**src/common/devctl_pkg.sv**
```systemverilog
// constants shared by the port device control block
package devctl_pkg;

	// register bus geometry
	localparam int unsigned ADDR_W = 8;
	localparam int unsigned DATA_W = 32;

	// register byte addresses
	localparam logic [7:0] DEV_CAP_ADDR = 8'hC4;
	localparam logic [7:0] DEV_CTL_ADDR = 8'hC8;

	// device control field positions
	localparam int unsigned CE_EN_BIT  = 0;
	localparam int unsigned NFE_EN_BIT = 1;
	localparam int unsigned FE_EN_BIT  = 2;
	localparam int unsigned UR_EN_BIT  = 3;
	localparam int unsigned RLX_BIT    = 4;
	localparam int unsigned MPS_LSB    = 5;
	localparam int unsigned ETAG_BIT   = 8;
	localparam int unsigned PHF_BIT    = 9;
	localparam int unsigned AUX_EN_BIT = 10;
	localparam int unsigned SNOOP_BIT  = 11;
	localparam int unsigned MRRS_LSB   = 12;
	localparam int unsigned RSVD_BIT   = 15;

	// device status field positions, upper half of the control word
	localparam int unsigned STS_LSB     = 16;
	localparam int unsigned AUX_DET_BIT = 20;
	localparam int unsigned TPEND_BIT   = 21;

	// device capabilities field positions
	localparam int unsigned CAP_MPS_LSB  = 0;
	localparam int unsigned CAP_RBER_BIT = 15;

	// values after reset and hardwired values
	localparam logic [3:0] ERR_EN_RST    = 4'h0;
	localparam logic [2:0] MPS_RST       = 3'h0;
	localparam logic       AUX_EN_RST    = 1'h0;
	localparam logic [2:0] MPS_SUP_SMALL = 3'h1;
	localparam logic [2:0] MPS_SUP_LARGE = 3'h2;
	localparam logic [2:0] MRRS_VAL      = 3'h0;
	localparam logic       RBER_VAL      = 1'h1;
	localparam logic [3:0] STS_RST       = 4'h0;

endpackage

```
**src/verilog/devctl_top.sv**
```systemverilog
// per-port device control register bank with error gating
//
// Chosen here: the address-and-strobe port.
`timescale 1ns/1ns
`default_nettype none

// Overview of operation
// RULE1: bit 0 enables correctable error reporting
// RULE2: bit 1 enables non-fatal error reporting
// RULE3: bit 2 enables fatal error reporting
// RULE4: bit 3 enables unsupported request reporting
// RULE5: relaxed ordering bit 4 reads zero
// RULE6: bits 7:5 hold payload size, reset 000b
// RULE7: oversize payload write stores supported maximum
// RULE8: extended tag, phantom bits read zero
// RULE9: bit 10 sticky aux power enable
// RULE10: no snoop bit 11 reads zero
// RULE11: read request size bits fixed 000b
// RULE12: supported payload 001b or 010b by strap
// RULE13: errors logged regardless of reporting enables
// RULE14: reserved bit 15 reads zero
// RULE15: disabled severity sends no error message
module devctl_top
	import devctl_pkg::*;
(
	input  wire logic        i_clk,
	input  wire logic        i_rst_n,
	input  wire logic        i_por_n,
	input  wire logic        i_large_payload_strap,
	input  wire logic [7:0]  i_addr,
	input  wire logic [31:0] i_wdata,
	input  wire logic        i_wr,
	input  wire logic        i_rd,
	output logic      [31:0] o_rdata,
	input  wire logic        i_err_corr,
	input  wire logic        i_err_nonfatal,
	input  wire logic        i_err_fatal,
	input  wire logic        i_err_unsup,
	input  wire logic        i_aux_pwr_det,
	output logic             o_msg_corr,
	output logic             o_msg_nonfatal,
	output logic             o_msg_fatal,
	output logic             o_msg_unsup,
	output logic      [2:0]  o_max_payload,
	output logic      [2:0]  o_max_payload_sup,
	output logic             o_aux_pwr_en
);

	// ****************************************
	// declarations
	// ****************************************
	logic [3:0]  err_en_ff;
	logic [2:0]  mps_ff;
	logic [2:0]  mps_sup_ff;
	logic        aux_en_ff;
	logic [31:0] rdata_ff;
	logic [31:0] nxt_rdata;
	logic        ctl_wr;
	logic        ctl_rd;
	logic        cap_rd;
	logic [2:0]  mps_clamped;
	logic [3:0]  err_det;
	logic [3:0]  err_clr;
	logic [3:0]  err_sts;
	logic [3:0]  err_msg;
	logic [15:0] ctl_word;
	logic [15:0] sts_word;
	logic [31:0] cap_word;

	// ****************************************
	// address decode
	// ****************************************
	assign ctl_wr = i_wr && (i_addr == DEV_CTL_ADDR);
	assign ctl_rd = i_rd && (i_addr == DEV_CTL_ADDR);
	assign cap_rd = i_rd && (i_addr == DEV_CAP_ADDR);

	// ****************************************
	// supported payload limit from strap
	// ****************************************
	always_ff @(posedge i_clk) begin
		if (!i_rst_n) begin
			if (i_large_payload_strap) begin
				mps_sup_ff <= MPS_SUP_LARGE; // RULE12
			end else begin
				mps_sup_ff <= MPS_SUP_SMALL; // RULE12
			end
		end
	end

	// ****************************************
	// error reporting enables
	// ****************************************
	always_ff @(posedge i_clk) begin
		if (!i_rst_n) begin
			err_en_ff <= ERR_EN_RST;
		end else if (ctl_wr) begin
			err_en_ff[0] <= i_wdata[CE_EN_BIT]; // RULE1
			err_en_ff[1] <= i_wdata[NFE_EN_BIT]; // RULE2
			err_en_ff[2] <= i_wdata[FE_EN_BIT]; // RULE3
			err_en_ff[3] <= i_wdata[UR_EN_BIT]; // RULE4
		end
	end

	// ****************************************
	// max payload size with clamp
	// ****************************************
	mps_clamp u_mps_clamp (
		.i_code (i_wdata[MPS_LSB +: 3]),
		.i_sup  (mps_sup_ff),
		.o_code (mps_clamped)
	);

	always_ff @(posedge i_clk) begin
		if (!i_rst_n) begin
			mps_ff <= MPS_RST; // RULE6
		end else if (ctl_wr) begin
			mps_ff <= mps_clamped; // RULE7
		end
	end

	// ****************************************
	// sticky aux power enable
	// ****************************************
	// only power-on reset clears it; ordinary reset leaves it alone
	always_ff @(posedge i_clk) begin
		if (!i_por_n) begin
			aux_en_ff <= AUX_EN_RST; // RULE9
		end else if (i_rst_n && ctl_wr) begin
			aux_en_ff <= i_wdata[AUX_EN_BIT]; // RULE9
		end
	end

	// ****************************************
	// error logging and messages
	// ****************************************
	assign err_det = {i_err_unsup, i_err_fatal, i_err_nonfatal, i_err_corr};
	assign err_clr = ctl_wr ? i_wdata[STS_LSB +: 4] : 4'h0;

	err_log u_err_log (
		.i_clk   (i_clk),
		.i_rst_n (i_rst_n),
		.i_det   (err_det),
		.i_en    (err_en_ff),
		.i_clr   (err_clr),
		.o_sts   (err_sts),
		.o_msg   (err_msg)
	);

	// ****************************************
	// read words
	// ****************************************
	always_comb begin
		ctl_word                 = 16'h0000; // RULE5 RULE8 RULE10 RULE14
		ctl_word[3:0]            = err_en_ff;
		ctl_word[MPS_LSB +: 3]   = mps_ff;
		ctl_word[AUX_EN_BIT]     = aux_en_ff;
		ctl_word[MRRS_LSB +: 3]  = MRRS_VAL; // RULE11
	end

	always_comb begin
		sts_word                          = 16'h0000;
		sts_word[3:0]                     = err_sts;
		sts_word[AUX_DET_BIT - STS_LSB]   = i_aux_pwr_det;
	end

	always_comb begin
		cap_word                     = 32'h0000_0000;
		cap_word[CAP_MPS_LSB +: 3]   = mps_sup_ff;
		cap_word[CAP_RBER_BIT]       = RBER_VAL;
	end

	// ****************************************
	// read data register
	// ****************************************
	always_comb begin
		nxt_rdata = 32'h0000_0000;
		if (ctl_rd) begin
			nxt_rdata = {sts_word, ctl_word};
		end else if (cap_rd) begin
			nxt_rdata = cap_word;
		end
	end

	always_ff @(posedge i_clk) begin
		if (!i_rst_n) begin
			rdata_ff <= 32'h0000_0000;
		end else begin
			rdata_ff <= nxt_rdata;
		end
	end

	// ****************************************
	// outputs
	// ****************************************
	assign o_rdata           = rdata_ff;
	assign o_msg_corr        = err_msg[0];
	assign o_msg_nonfatal    = err_msg[1];
	assign o_msg_fatal       = err_msg[2];
	assign o_msg_unsup       = err_msg[3];
	assign o_max_payload     = mps_ff;
	assign o_max_payload_sup = mps_sup_ff;
	assign o_aux_pwr_en      = aux_en_ff;

	// ****************************************
	// checks
	// ****************************************
	ce_enable_a: assert property ( // RULE1
		@(posedge i_clk) disable iff (!i_rst_n)
		ctl_wr |=> (err_en_ff[0] == $past(i_wdata[CE_EN_BIT]))
	) else $error("correctable enable not written");

	nfe_enable_a: assert property ( // RULE2
		@(posedge i_clk) disable iff (!i_rst_n)
		ctl_wr ##1 ctl_rd |=> (o_rdata[NFE_EN_BIT] == $past(i_wdata[NFE_EN_BIT], 2))
	) else $error("non-fatal enable readback wrong");

	fe_enable_a: assert property ( // RULE3
		@(posedge i_clk) disable iff (!i_rst_n)
		(err_en_ff[2] && i_err_fatal) |=> o_msg_fatal
	) else $error("fatal message missing while enabled");

	ur_enable_a: assert property ( // RULE4
		@(posedge i_clk) disable iff (!i_rst_n)
		(ctl_wr && i_wdata[UR_EN_BIT]) ##1 (!ctl_wr && i_err_unsup) |=> o_msg_unsup
	) else $error("unsupported request message missing");

	en_reset_a: assert property ( // RULE1
		@(posedge i_clk)
		!i_rst_n |=> (err_en_ff == ERR_EN_RST) && (mps_ff == MPS_RST)
	) else $error("control fields not reset");

	rlx_zero_a: assert property ( // RULE5
		@(posedge i_clk) disable iff (!i_rst_n)
		ctl_rd |=> !o_rdata[RLX_BIT]
	) else $error("relaxed ordering reads one");

	mps_store_a: assert property ( // RULE6
		@(posedge i_clk) disable iff (!i_rst_n)
		(ctl_wr && (i_wdata[MPS_LSB +: 3] <= mps_sup_ff))
		|=> (o_max_payload == $past(i_wdata[MPS_LSB +: 3]))
	) else $error("payload size not stored");

	mps_clamp_a: assert property ( // RULE7
		@(posedge i_clk) disable iff (!i_rst_n)
		(ctl_wr && (i_wdata[MPS_LSB +: 3] > mps_sup_ff))
		|=> (o_max_payload == o_max_payload_sup)
	) else $error("oversize payload not clamped");

	mps_hold_a: assert property ( // RULE6
		@(posedge i_clk) disable iff (!i_rst_n)
		!ctl_wr |=> $stable(mps_ff)
	) else $error("payload size changed without write");

	etag_phf_a: assert property ( // RULE8
		@(posedge i_clk) disable iff (!i_rst_n)
		ctl_rd |=> (o_rdata[PHF_BIT:ETAG_BIT] == 2'h0)
	) else $error("tag or phantom bit reads one");

	aux_sticky_a: assert property ( // RULE9
		@(posedge i_clk) disable iff (!i_por_n)
		!i_rst_n |=> (o_aux_pwr_en == $past(o_aux_pwr_en))
	) else $error("aux enable lost on ordinary reset");

	aux_por_a: assert property ( // RULE9
		@(posedge i_clk)
		!i_por_n |=> !o_aux_pwr_en
	) else $error("aux enable not cleared at power on");

	snoop_zero_a: assert property ( // RULE10
		@(posedge i_clk) disable iff (!i_rst_n)
		ctl_rd |=> !o_rdata[SNOOP_BIT]
	) else $error("no snoop bit reads one");

	mrrs_fixed_a: assert property ( // RULE11
		@(posedge i_clk) disable iff (!i_rst_n)
		(ctl_wr && i_wdata[MRRS_LSB +: 3] != 3'h0) ##1 ctl_rd
		|=> (o_rdata[MRRS_LSB +: 3] == MRRS_VAL)
	) else $error("read request size not fixed");

	sup_strap_a: assert property ( // RULE12
		@(posedge i_clk) disable iff (!i_por_n)
		!i_rst_n |=> (o_max_payload_sup ==
			($past(i_large_payload_strap) ? MPS_SUP_LARGE : MPS_SUP_SMALL))
	) else $error("supported payload not from strap");

	log_always_a: assert property ( // RULE13
		@(posedge i_clk) disable iff (!i_rst_n)
		(i_err_corr && !err_en_ff[0]) ##1 ctl_rd |=> o_rdata[STS_LSB]
	) else $error("error not logged while disabled");

	rsvd_zero_a: assert property ( // RULE14
		@(posedge i_clk) disable iff (!i_rst_n)
		(ctl_wr && i_wdata[RSVD_BIT]) ##1 ctl_rd |=> !o_rdata[RSVD_BIT]
	) else $error("reserved bit reads one");

	no_msg_a: assert property ( // RULE15
		@(posedge i_clk) disable iff (!i_rst_n)
		o_msg_corr |-> $past(err_en_ff[0] && i_err_corr)
	) else $error("correctable message without cause");

	rd_one_cycle_a: assert property (
		@(posedge i_clk) disable iff (!i_rst_n)
		!ctl_rd && !cap_rd |=> (o_rdata == 32'h0000_0000)
	) else $error("read data outside answer cycle");

endmodule

`default_nettype wire

```
**src/verilog/err_log.sv**
```systemverilog
// error detected flags and gated error message pulses
`timescale 1ns/1ns
`default_nettype none

module err_log
	import devctl_pkg::*;
(
	input  wire logic       i_clk,
	input  wire logic       i_rst_n,
	input  wire logic [3:0] i_det,
	input  wire logic [3:0] i_en,
	input  wire logic [3:0] i_clr,
	output logic      [3:0] o_sts,
	output logic      [3:0] o_msg
);

	logic [3:0] sts_ff;
	logic [3:0] nxt_sts;
	logic [3:0] msg_ff;

	// ****************************************
	// detected flags, set wins over clear
	// ****************************************
	always_comb begin
		nxt_sts = (sts_ff & ~i_clr) | i_det; // RULE13
	end

	always_ff @(posedge i_clk) begin
		if (!i_rst_n) begin
			sts_ff <= STS_RST;
		end else begin
			sts_ff <= nxt_sts;
		end
	end

	// ****************************************
	// message pulses, gated by enables
	// ****************************************
	always_ff @(posedge i_clk) begin
		if (!i_rst_n) begin
			msg_ff <= 4'h0;
		end else begin
			msg_ff <= i_det & i_en; // RULE15
		end
	end

	assign o_sts = sts_ff;
	assign o_msg = msg_ff;

	set_wins_a: assert property ( // RULE13
		@(posedge i_clk) disable iff (!i_rst_n)
		(i_det[0] && i_clr[0]) |=> sts_ff[0]
	) else $error("detected flag lost on clear");

	msg_gate_a: assert property ( // RULE15
		@(posedge i_clk) disable iff (!i_rst_n)
		(i_det[2] && !i_en[2]) |=> !msg_ff[2]
	) else $error("message sent while disabled");

endmodule

`default_nettype wire

```
**src/verilog/mps_clamp.sv**
```systemverilog
// clamps a requested payload size code to the supported maximum
`timescale 1ns/1ns
`default_nettype none

module mps_clamp (
	input  wire logic [2:0] i_code,
	input  wire logic [2:0] i_sup,
	output logic      [2:0] o_code
);

	// ****************************************
	// clamp
	// ****************************************
	always_comb begin
		if (i_code > i_sup) begin
			o_code = i_sup;
		end else begin
			o_code = i_code;
		end
	end

endmodule

`default_nettype wire
```
**config.mk**
```make
export PLATFORM = sky130hd
export DESIGN_NAME = devctl_top
export DESIGN_NICKNAME = d
export VERILOG_FILES = /design/src/common/devctl_pkg.sv /design/src/verilog/devctl_top.sv /design/src/verilog/err_log.sv /design/src/verilog/mps_clamp.sv
export SDC_FILE = /design/constraint.sdc
export NUM_CORES = 1
export LEC_CHECK = 0
export ABC_AREA = 0
export ABC_CLOCK_PERIOD_IN_PS = 2250
export BUFFER_PORTS_ARGS = -buffer_cell sky130_fd_sc_hd__clkbuf_2
export CAP_MARGIN = 20
export CORE_MARGIN = 10
export CORE_UTILIZATION = 41
export CTS_BUF_LIST = sky130_fd_sc_hd__clkbuf_4 sky130_fd_sc_hd__clkbuf_8
export DETAILED_ROUTE_END_ITERATION = 12
export GPL_TIMING_DRIVEN = 0
export PLACE_DENSITY = 0.81
export SLEW_MARGIN = 20
export SYNTH_ARGS = -nofsm -noshare
export SYNTH_HDL_FRONTEND = slang
export SYNTH_SLANG_ARGS = --single-unit
```
**constraint.sdc**
```tcl
create_clock -name i_clk -period 2.25 [get_ports i_clk]
set_input_delay 0.45 -clock i_clk [delete_from_list [all_inputs] [get_ports i_clk]]
set_output_delay 0.45 -clock i_clk [all_outputs]
set_load 0.03 [all_outputs]
```
# Yosys cells after proc, flatten, opt, wreduce, memory -nomap -nowiden
# Cells that the tools add are included.
[totals] elab_cells=26 reg_bits=51 inputBits=51 out_inout_bits=43
[op_classes] n_lt_le_gt_ge=1 n_reduce_logical=5 n_mux=5 eq_ne=2 bitwise=5
[op_table] cell="two-way mux 21 bit" n=1
[op_table] cell="== test 8 bit, second input constant" n=2
[op_table] cell="two-way mux 16 bit" n=1
[op_table] cell="bitwise AND 4 bit" n=2
[op_table] cell="logical AND 1 bit" n=4
[op_table] cell="two-way mux 4 bit" n=1
[op_table] cell="inverter 4 bit" n=1
[op_table] cell="OR 4 bit" n=1
[op_table] cell="> comparator 3 bit" n=1
[op_table] cell="two-way mux 3 bit" n=1
[op_table] cell="two-way mux 2 bit" n=1
[op_table] cell="OR reduction 2 bit" n=1
[op_table] cell="inverter 1 bit" n=1

# Depth between registers and ports, before layout
[depth] word_depth=6 mapped_depth=6 depth_no_buf=6

# By module
# A second synthesis with hierarchy kept.
[hier_totals] hier_cells=139 area_unflattened_um2=1413.9
[by_module_without_submodules] mod="devctl_top" area_per_inst_um2=1058.5 instances=1 cells_per_inst=105
[by_module_without_submodules] mod="err_log" area_per_inst_um2=240.2 instances=1 cells_per_inst=20
[by_module_without_submodules] mod="mps_clamp" area_per_inst_um2=115.1 instances=1 cells_per_inst=14

# Worst setup path after synthesis
# OpenSTA, ideal clock, no wires.
[synth_timing] path_kind="input to register" start="input port i_addr[1]" end="register err_en_ff[2]" setup_slack_ns=0.430 stages=5 arrival_ns=1.701 cell_sequence="or4_4 nor3_4 buf_4 mux2i_1 nor2_1"
[synth_via] elab_chain_cells=2
[synth_rtl] element="from (decl)" line="devctl_top.sv:30" text="input wire logic [7:0] i_addr,"
[synth_rtl] element="== test 8 bit" line="devctl_top.sv:73" text="assign ctl_wr = i_wr && (i_addr == DEV_CTL_ADDR);"
[synth_rtl] element="logical AND 1 bit" line="devctl_top.sv:73"
[synth_rtl] element="to (signal assigned)" line="devctl_top.sv:99" text="err_en_ff[2] <= i_wdata[FE_EN_BIT];"
[synth_rtl] element="to (decl)" line="devctl_top.sv:52" text="logic [3:0] err_en_ff;"
# No other way between the ends.
# A chain may end at the register's enable or synchronous reset.

# Worst setup path after layout
[layout_timing] start="register mps_sup_ff[1], in the netlist o_max_payload_sup[1]" end="register mps_ff[1], in the netlist o_max_payload[1]"
[layout_via] elab_chain_cells=2
[layout_rtl] element="from (decl)" line="devctl_top.sv:54" text="logic [2:0] mps_sup_ff;"
[layout_rtl] element="from (signal assigned)" line="devctl_top.sv:83" text="mps_sup_ff <= MPS_SUP_LARGE;"
[layout_rtl] element="from (signal assigned)" line="devctl_top.sv:85" text="mps_sup_ff <= MPS_SUP_SMALL;"
[layout_rtl] element="> comparator 3 bit" line="mps_clamp.sv:15" text="if (i_code > i_sup) begin"
[layout_rtl] element="two-way mux 3 bit *" line="mps_clamp.sv:15"
[layout_rtl] element="to (signal assigned)" line="devctl_top.sv:117" text="mps_ff <= mps_clamped;"
[layout_rtl] element="to (decl)" line="devctl_top.sv:53" text="logic [2:0] mps_ff;"
# Mark *: on every way between the ends. The rest lies on a longest branch, timed or not.

==> parameters.txt <==
Parameter                              Value

Power
  Reg power frac    55.5%
  Clk pwr share    30.7%
  Switching share of power    around a quarter
  Power per unit of standard cell area    between 600 and 700 nW/um2
  Internal power    0.000786 W
  Maximum vdd ir drop    around 0.19 mV
  Leakage power figure    ~0.94 nW
  Net switching power    roughly 0.00027 W
  Combinational power share    13.8%
  Total Power Consumption    0.00105 W

Cells and area
  Most frequent cells in the layout    sky130_fd_sc_hd__clkbuf_2 (54), sky130_fd_sc_hd__dfxtp_1 (30), sky130_fd_sc_hd__buf_4 (20), sky130_fd_sc_hd__conb_1 (19)
  Area growth from synthesis to final layout    35.0%
  Most common cell after layout, fill and taps aside    sky130_fd_sc_hd__clkbuf_2
  Final net count    256
  Final cell utilization of the core    57.4%
  Fill count    268
  Combined area of the multi-input logic cells    500 um2
  Antenna diode count    0
  Fraction of final layout cells with drive strength greater than 1    47.1%
  Layout Cell Area excl Fill    approximately 1700 um2
  Area of all sequential standard cells    661 um2

Route
  Aggregate routed wire length    3.01 mm
  First DRT Iteration DRCs    44
  Total via count after detailed routing    1042
  Via-per-instance ratio    approximately 4.2
  ANT nets after route    0
  DRC    0
  First drt pass iteration count    4
  Wire length per cell    12.1 um

Floorplan
  Top-level port count    94
  Die extent in y    around 76 um
  Die outline width    76.1 um
  Starting Density    42.6%
  Core area    just over 3000 um2
  Number of rows created at floorplan    20
  Overall die area    5790 um2

Timing
  Post-layout min period    1.66 ns
  Final setup TNS    0 ns
  Max-slew violations    0
  RSZ-0062 raised after global routing    false
  Final Hold Vio Count    0
  Upper clock frequency limit    0.602 GHz
  Worst hold slack    approximately 0.3 ns
  Post-Route Skew    0.0109 ns
  Period Utilization, post-route    between 70 and 80%
  Final count of negative-setup-slack endpoints    0

Critical path
  Depth of the worst register-to-register path    6
  Endpoint type of the worst setup path    register
  Endpoint arrival time on the critical path    between 1.5 and 2 ns
  Worst endpoint required time    2.47 ns
  Largest fanout of any net on the critical path    4
  Worst Setup Path Type    reg2reg
  Category of the worst setup path launch point    register

CTS
  Post-CTS setup buffer count    0
  Clk sinks    32
  Count of hold-fix buffers inserted at cts    0
  Clock buffers created by TritonCTS    5
  Number of instances resized during post-cts repair    0
  Buffer levels on the longest clock path    2
  Worst-path clk slew    0.10 ns
  H-tree levels    2
  Worst skew pair latency    0.32 ns
  TritonCTS clock tree    built
  Buffer type at the clock tree root    sky130_fd_sc_hd__clkbuf_4

Placement
  Total cell area at the placement stage    1680 um2
  Global placer's final weighted congestion    0.741
  Count of buffers inserted at the top-level ports    54
  HPWL reported at the end of detailed placement    2.58 mm

Yosys
  Gate count of the mapped netlist    124
  Yosys warnings    0
  Number of storage elements in the synthesis netlist    32
  Ranking of synthesized cells by area    sky130_fd_sc_hd__dfxtp_1 (47%), sky130_fd_sc_hd__buf_4 (12%), sky130_fd_sc_hd__mux2i_1 (4.7%)
  Cell area after technology mapping    between 1000 and 1500 um2
  Proportion of synthesized chip area in sequential cells    51.3%
  Mean instance size in the synthesized netlist    10.4 um2
  Top-area cell type share of the netlist area    46.6%
  Synth area leader    sky130_fd_sc_hd__dfxtp_1
  Distinct cell type count after synthesis    28

Flow run
  Max_cap viols    0

Global route
  Congestion Overflow GR    0
  Initial antenna violation count    0
  Largest net degree at the start of global routing    11
  Total GRT Usage    10.4%
  Global-route wire length before repair    4.89 mm
  Vias in the first global route    between 1000 and 1500

Status
  Outcome    completed

Hold path
  Path category of the worst min-delay check    in2reg
  Worst Hold Depth    2
## synth_stat cells
library cell                n
sky130_fd_sc_hd__a22oi_1    2
sky130_fd_sc_hd__a31oi_1    4
sky130_fd_sc_hd__or4_4      1
sky130_fd_sc_hd__nor2_1     7
sky130_fd_sc_hd__a21oi_1    3
sky130_fd_sc_hd__nor2b_4    1
sky130_fd_sc_hd__a41o_1     1
sky130_fd_sc_hd__inv_1      8
sky130_fd_sc_hd__buf_6      1
sky130_fd_sc_hd__and2_1     3
sky130_fd_sc_hd__and2b_1    1
sky130_fd_sc_hd__ha_1       2
sky130_fd_sc_hd__nand3b_1   2
sky130_fd_sc_hd__mux2i_1    6
sky130_fd_sc_hd__dfxtp_1   30
sky130_fd_sc_hd__buf_4     20
sky130_fd_sc_hd__o31ai_1    1
sky130_fd_sc_hd__o21ai_0    6
sky130_fd_sc_hd__and3_1     4
sky130_fd_sc_hd__conb_1     1
sky130_fd_sc_hd__edfxtp_1   2
sky130_fd_sc_hd__nor3_4     1
sky130_fd_sc_hd__and2b_2    1
sky130_fd_sc_hd__nand2_1    4
sky130_fd_sc_hd__clkbuf_1   1
sky130_fd_sc_hd__nor2b_1    2
sky130_fd_sc_hd__and2_2     8
sky130_fd_sc_hd__or3_4      1
## logic make-up (layout without fill, tap and decap cells)
| logic type | Yosys count | count (layout) | synth area share [%] |
|---|---|---|---|
| adders and majority gates | 2 | 2 | 1.94 |
| AOI/OAI and AO/OA | 17 | 17 | 7.96 |
| and+or+nand+nor | 36 | 36 | 18.7 |
| muxes | 6 | 6 | 4.66 |
| other | 1 | 19 | 0.291 |
| buffers and inverters | 30 | 92 | 15.1 |
| DFF | 32 | 32 | 51.3 |
## stage by stage
step | setup slack [ns] | std cells
6_report | 0.590 | 248
5_1_grt | 0.407 | 248
4_1_cts | 0.573 | 248
3_5_place_dp | 0.224 | 240
3_3_place_gp | 0.241 | 240
2_1_floorplan | 0.430 | 142
## cell type report
type | count | share of cell area, %
plain buffers | 22 | 9.50
clock buffers | 7 | 3.02
clock inverters | 1 | 0.288
inverters | 8 | 1.73
multi-input cells | 80 | 28.8
flip-flops and latches | 32 | 38.0
well taps | 44 | 3.17
repair buffers | 54 | 15.5
## registers in the layout, summed over array words and instances, names as in the netlist
name,cells
u_err_log.o_sts,4
u_err_log.o_msg,4
err_en_ff,4
o_max_payload,3
o_rdata,14
o_aux_pwr_en,1
o_max_payload_sup,2
## power groups by stage
stage	clock network (W)	logic, W	registers (W)
after floorplan	0	0.0000982	0.000604
after global placement	0	0.000140	0.000598
after detailed placement	0	0.000143	0.000599
after CTS	0.000331	0.000143	0.000586
after global routing	0.000356	0.000159	0.000587
final	0.000324	0.000145	0.000585
## worst max-delay path, cell delays in order (launching register included)
cell and delay [ns]:
sky130_fd_sc_hd__edfxtp_1 0.44, sky130_fd_sc_hd__inv_1 0.08, sky130_fd_sc_hd__ha_1 0.23, sky130_fd_sc_hd__nor2b_1 0.14, sky130_fd_sc_hd__o31ai_1 0.35, sky130_fd_sc_hd__mux2i_1 0.24, sky130_fd_sc_hd__a21oi_1 0.08
## worst paths after layout
path         slack [ns]                      startpoint                             to
max reg2reg        0.59  o_max_payload_sup[1]$_DFFE_PN_  o_max_payload[1]$_SDFFE_PN0N_
max                0.59  o_max_payload_sup[1]$_DFFE_PN_  o_max_payload[1]$_SDFFE_PN0N_
min reg2reg        0.45   o_max_payload[2]$_SDFFE_PN0N_  o_max_payload[2]$_SDFFE_PN0N_
min                0.30                     i_wdata[19]  u_err_log.o_sts[3]$_SDFF_PN0_
## metal layers
layer  global-route usage (%)  routed length, um
met4                     5.20                 72
met1                     9.91               1140
met2                     15.4               1310
met3                     9.08                492
met5                        0                  0
(Power assumes the default switching activity.)
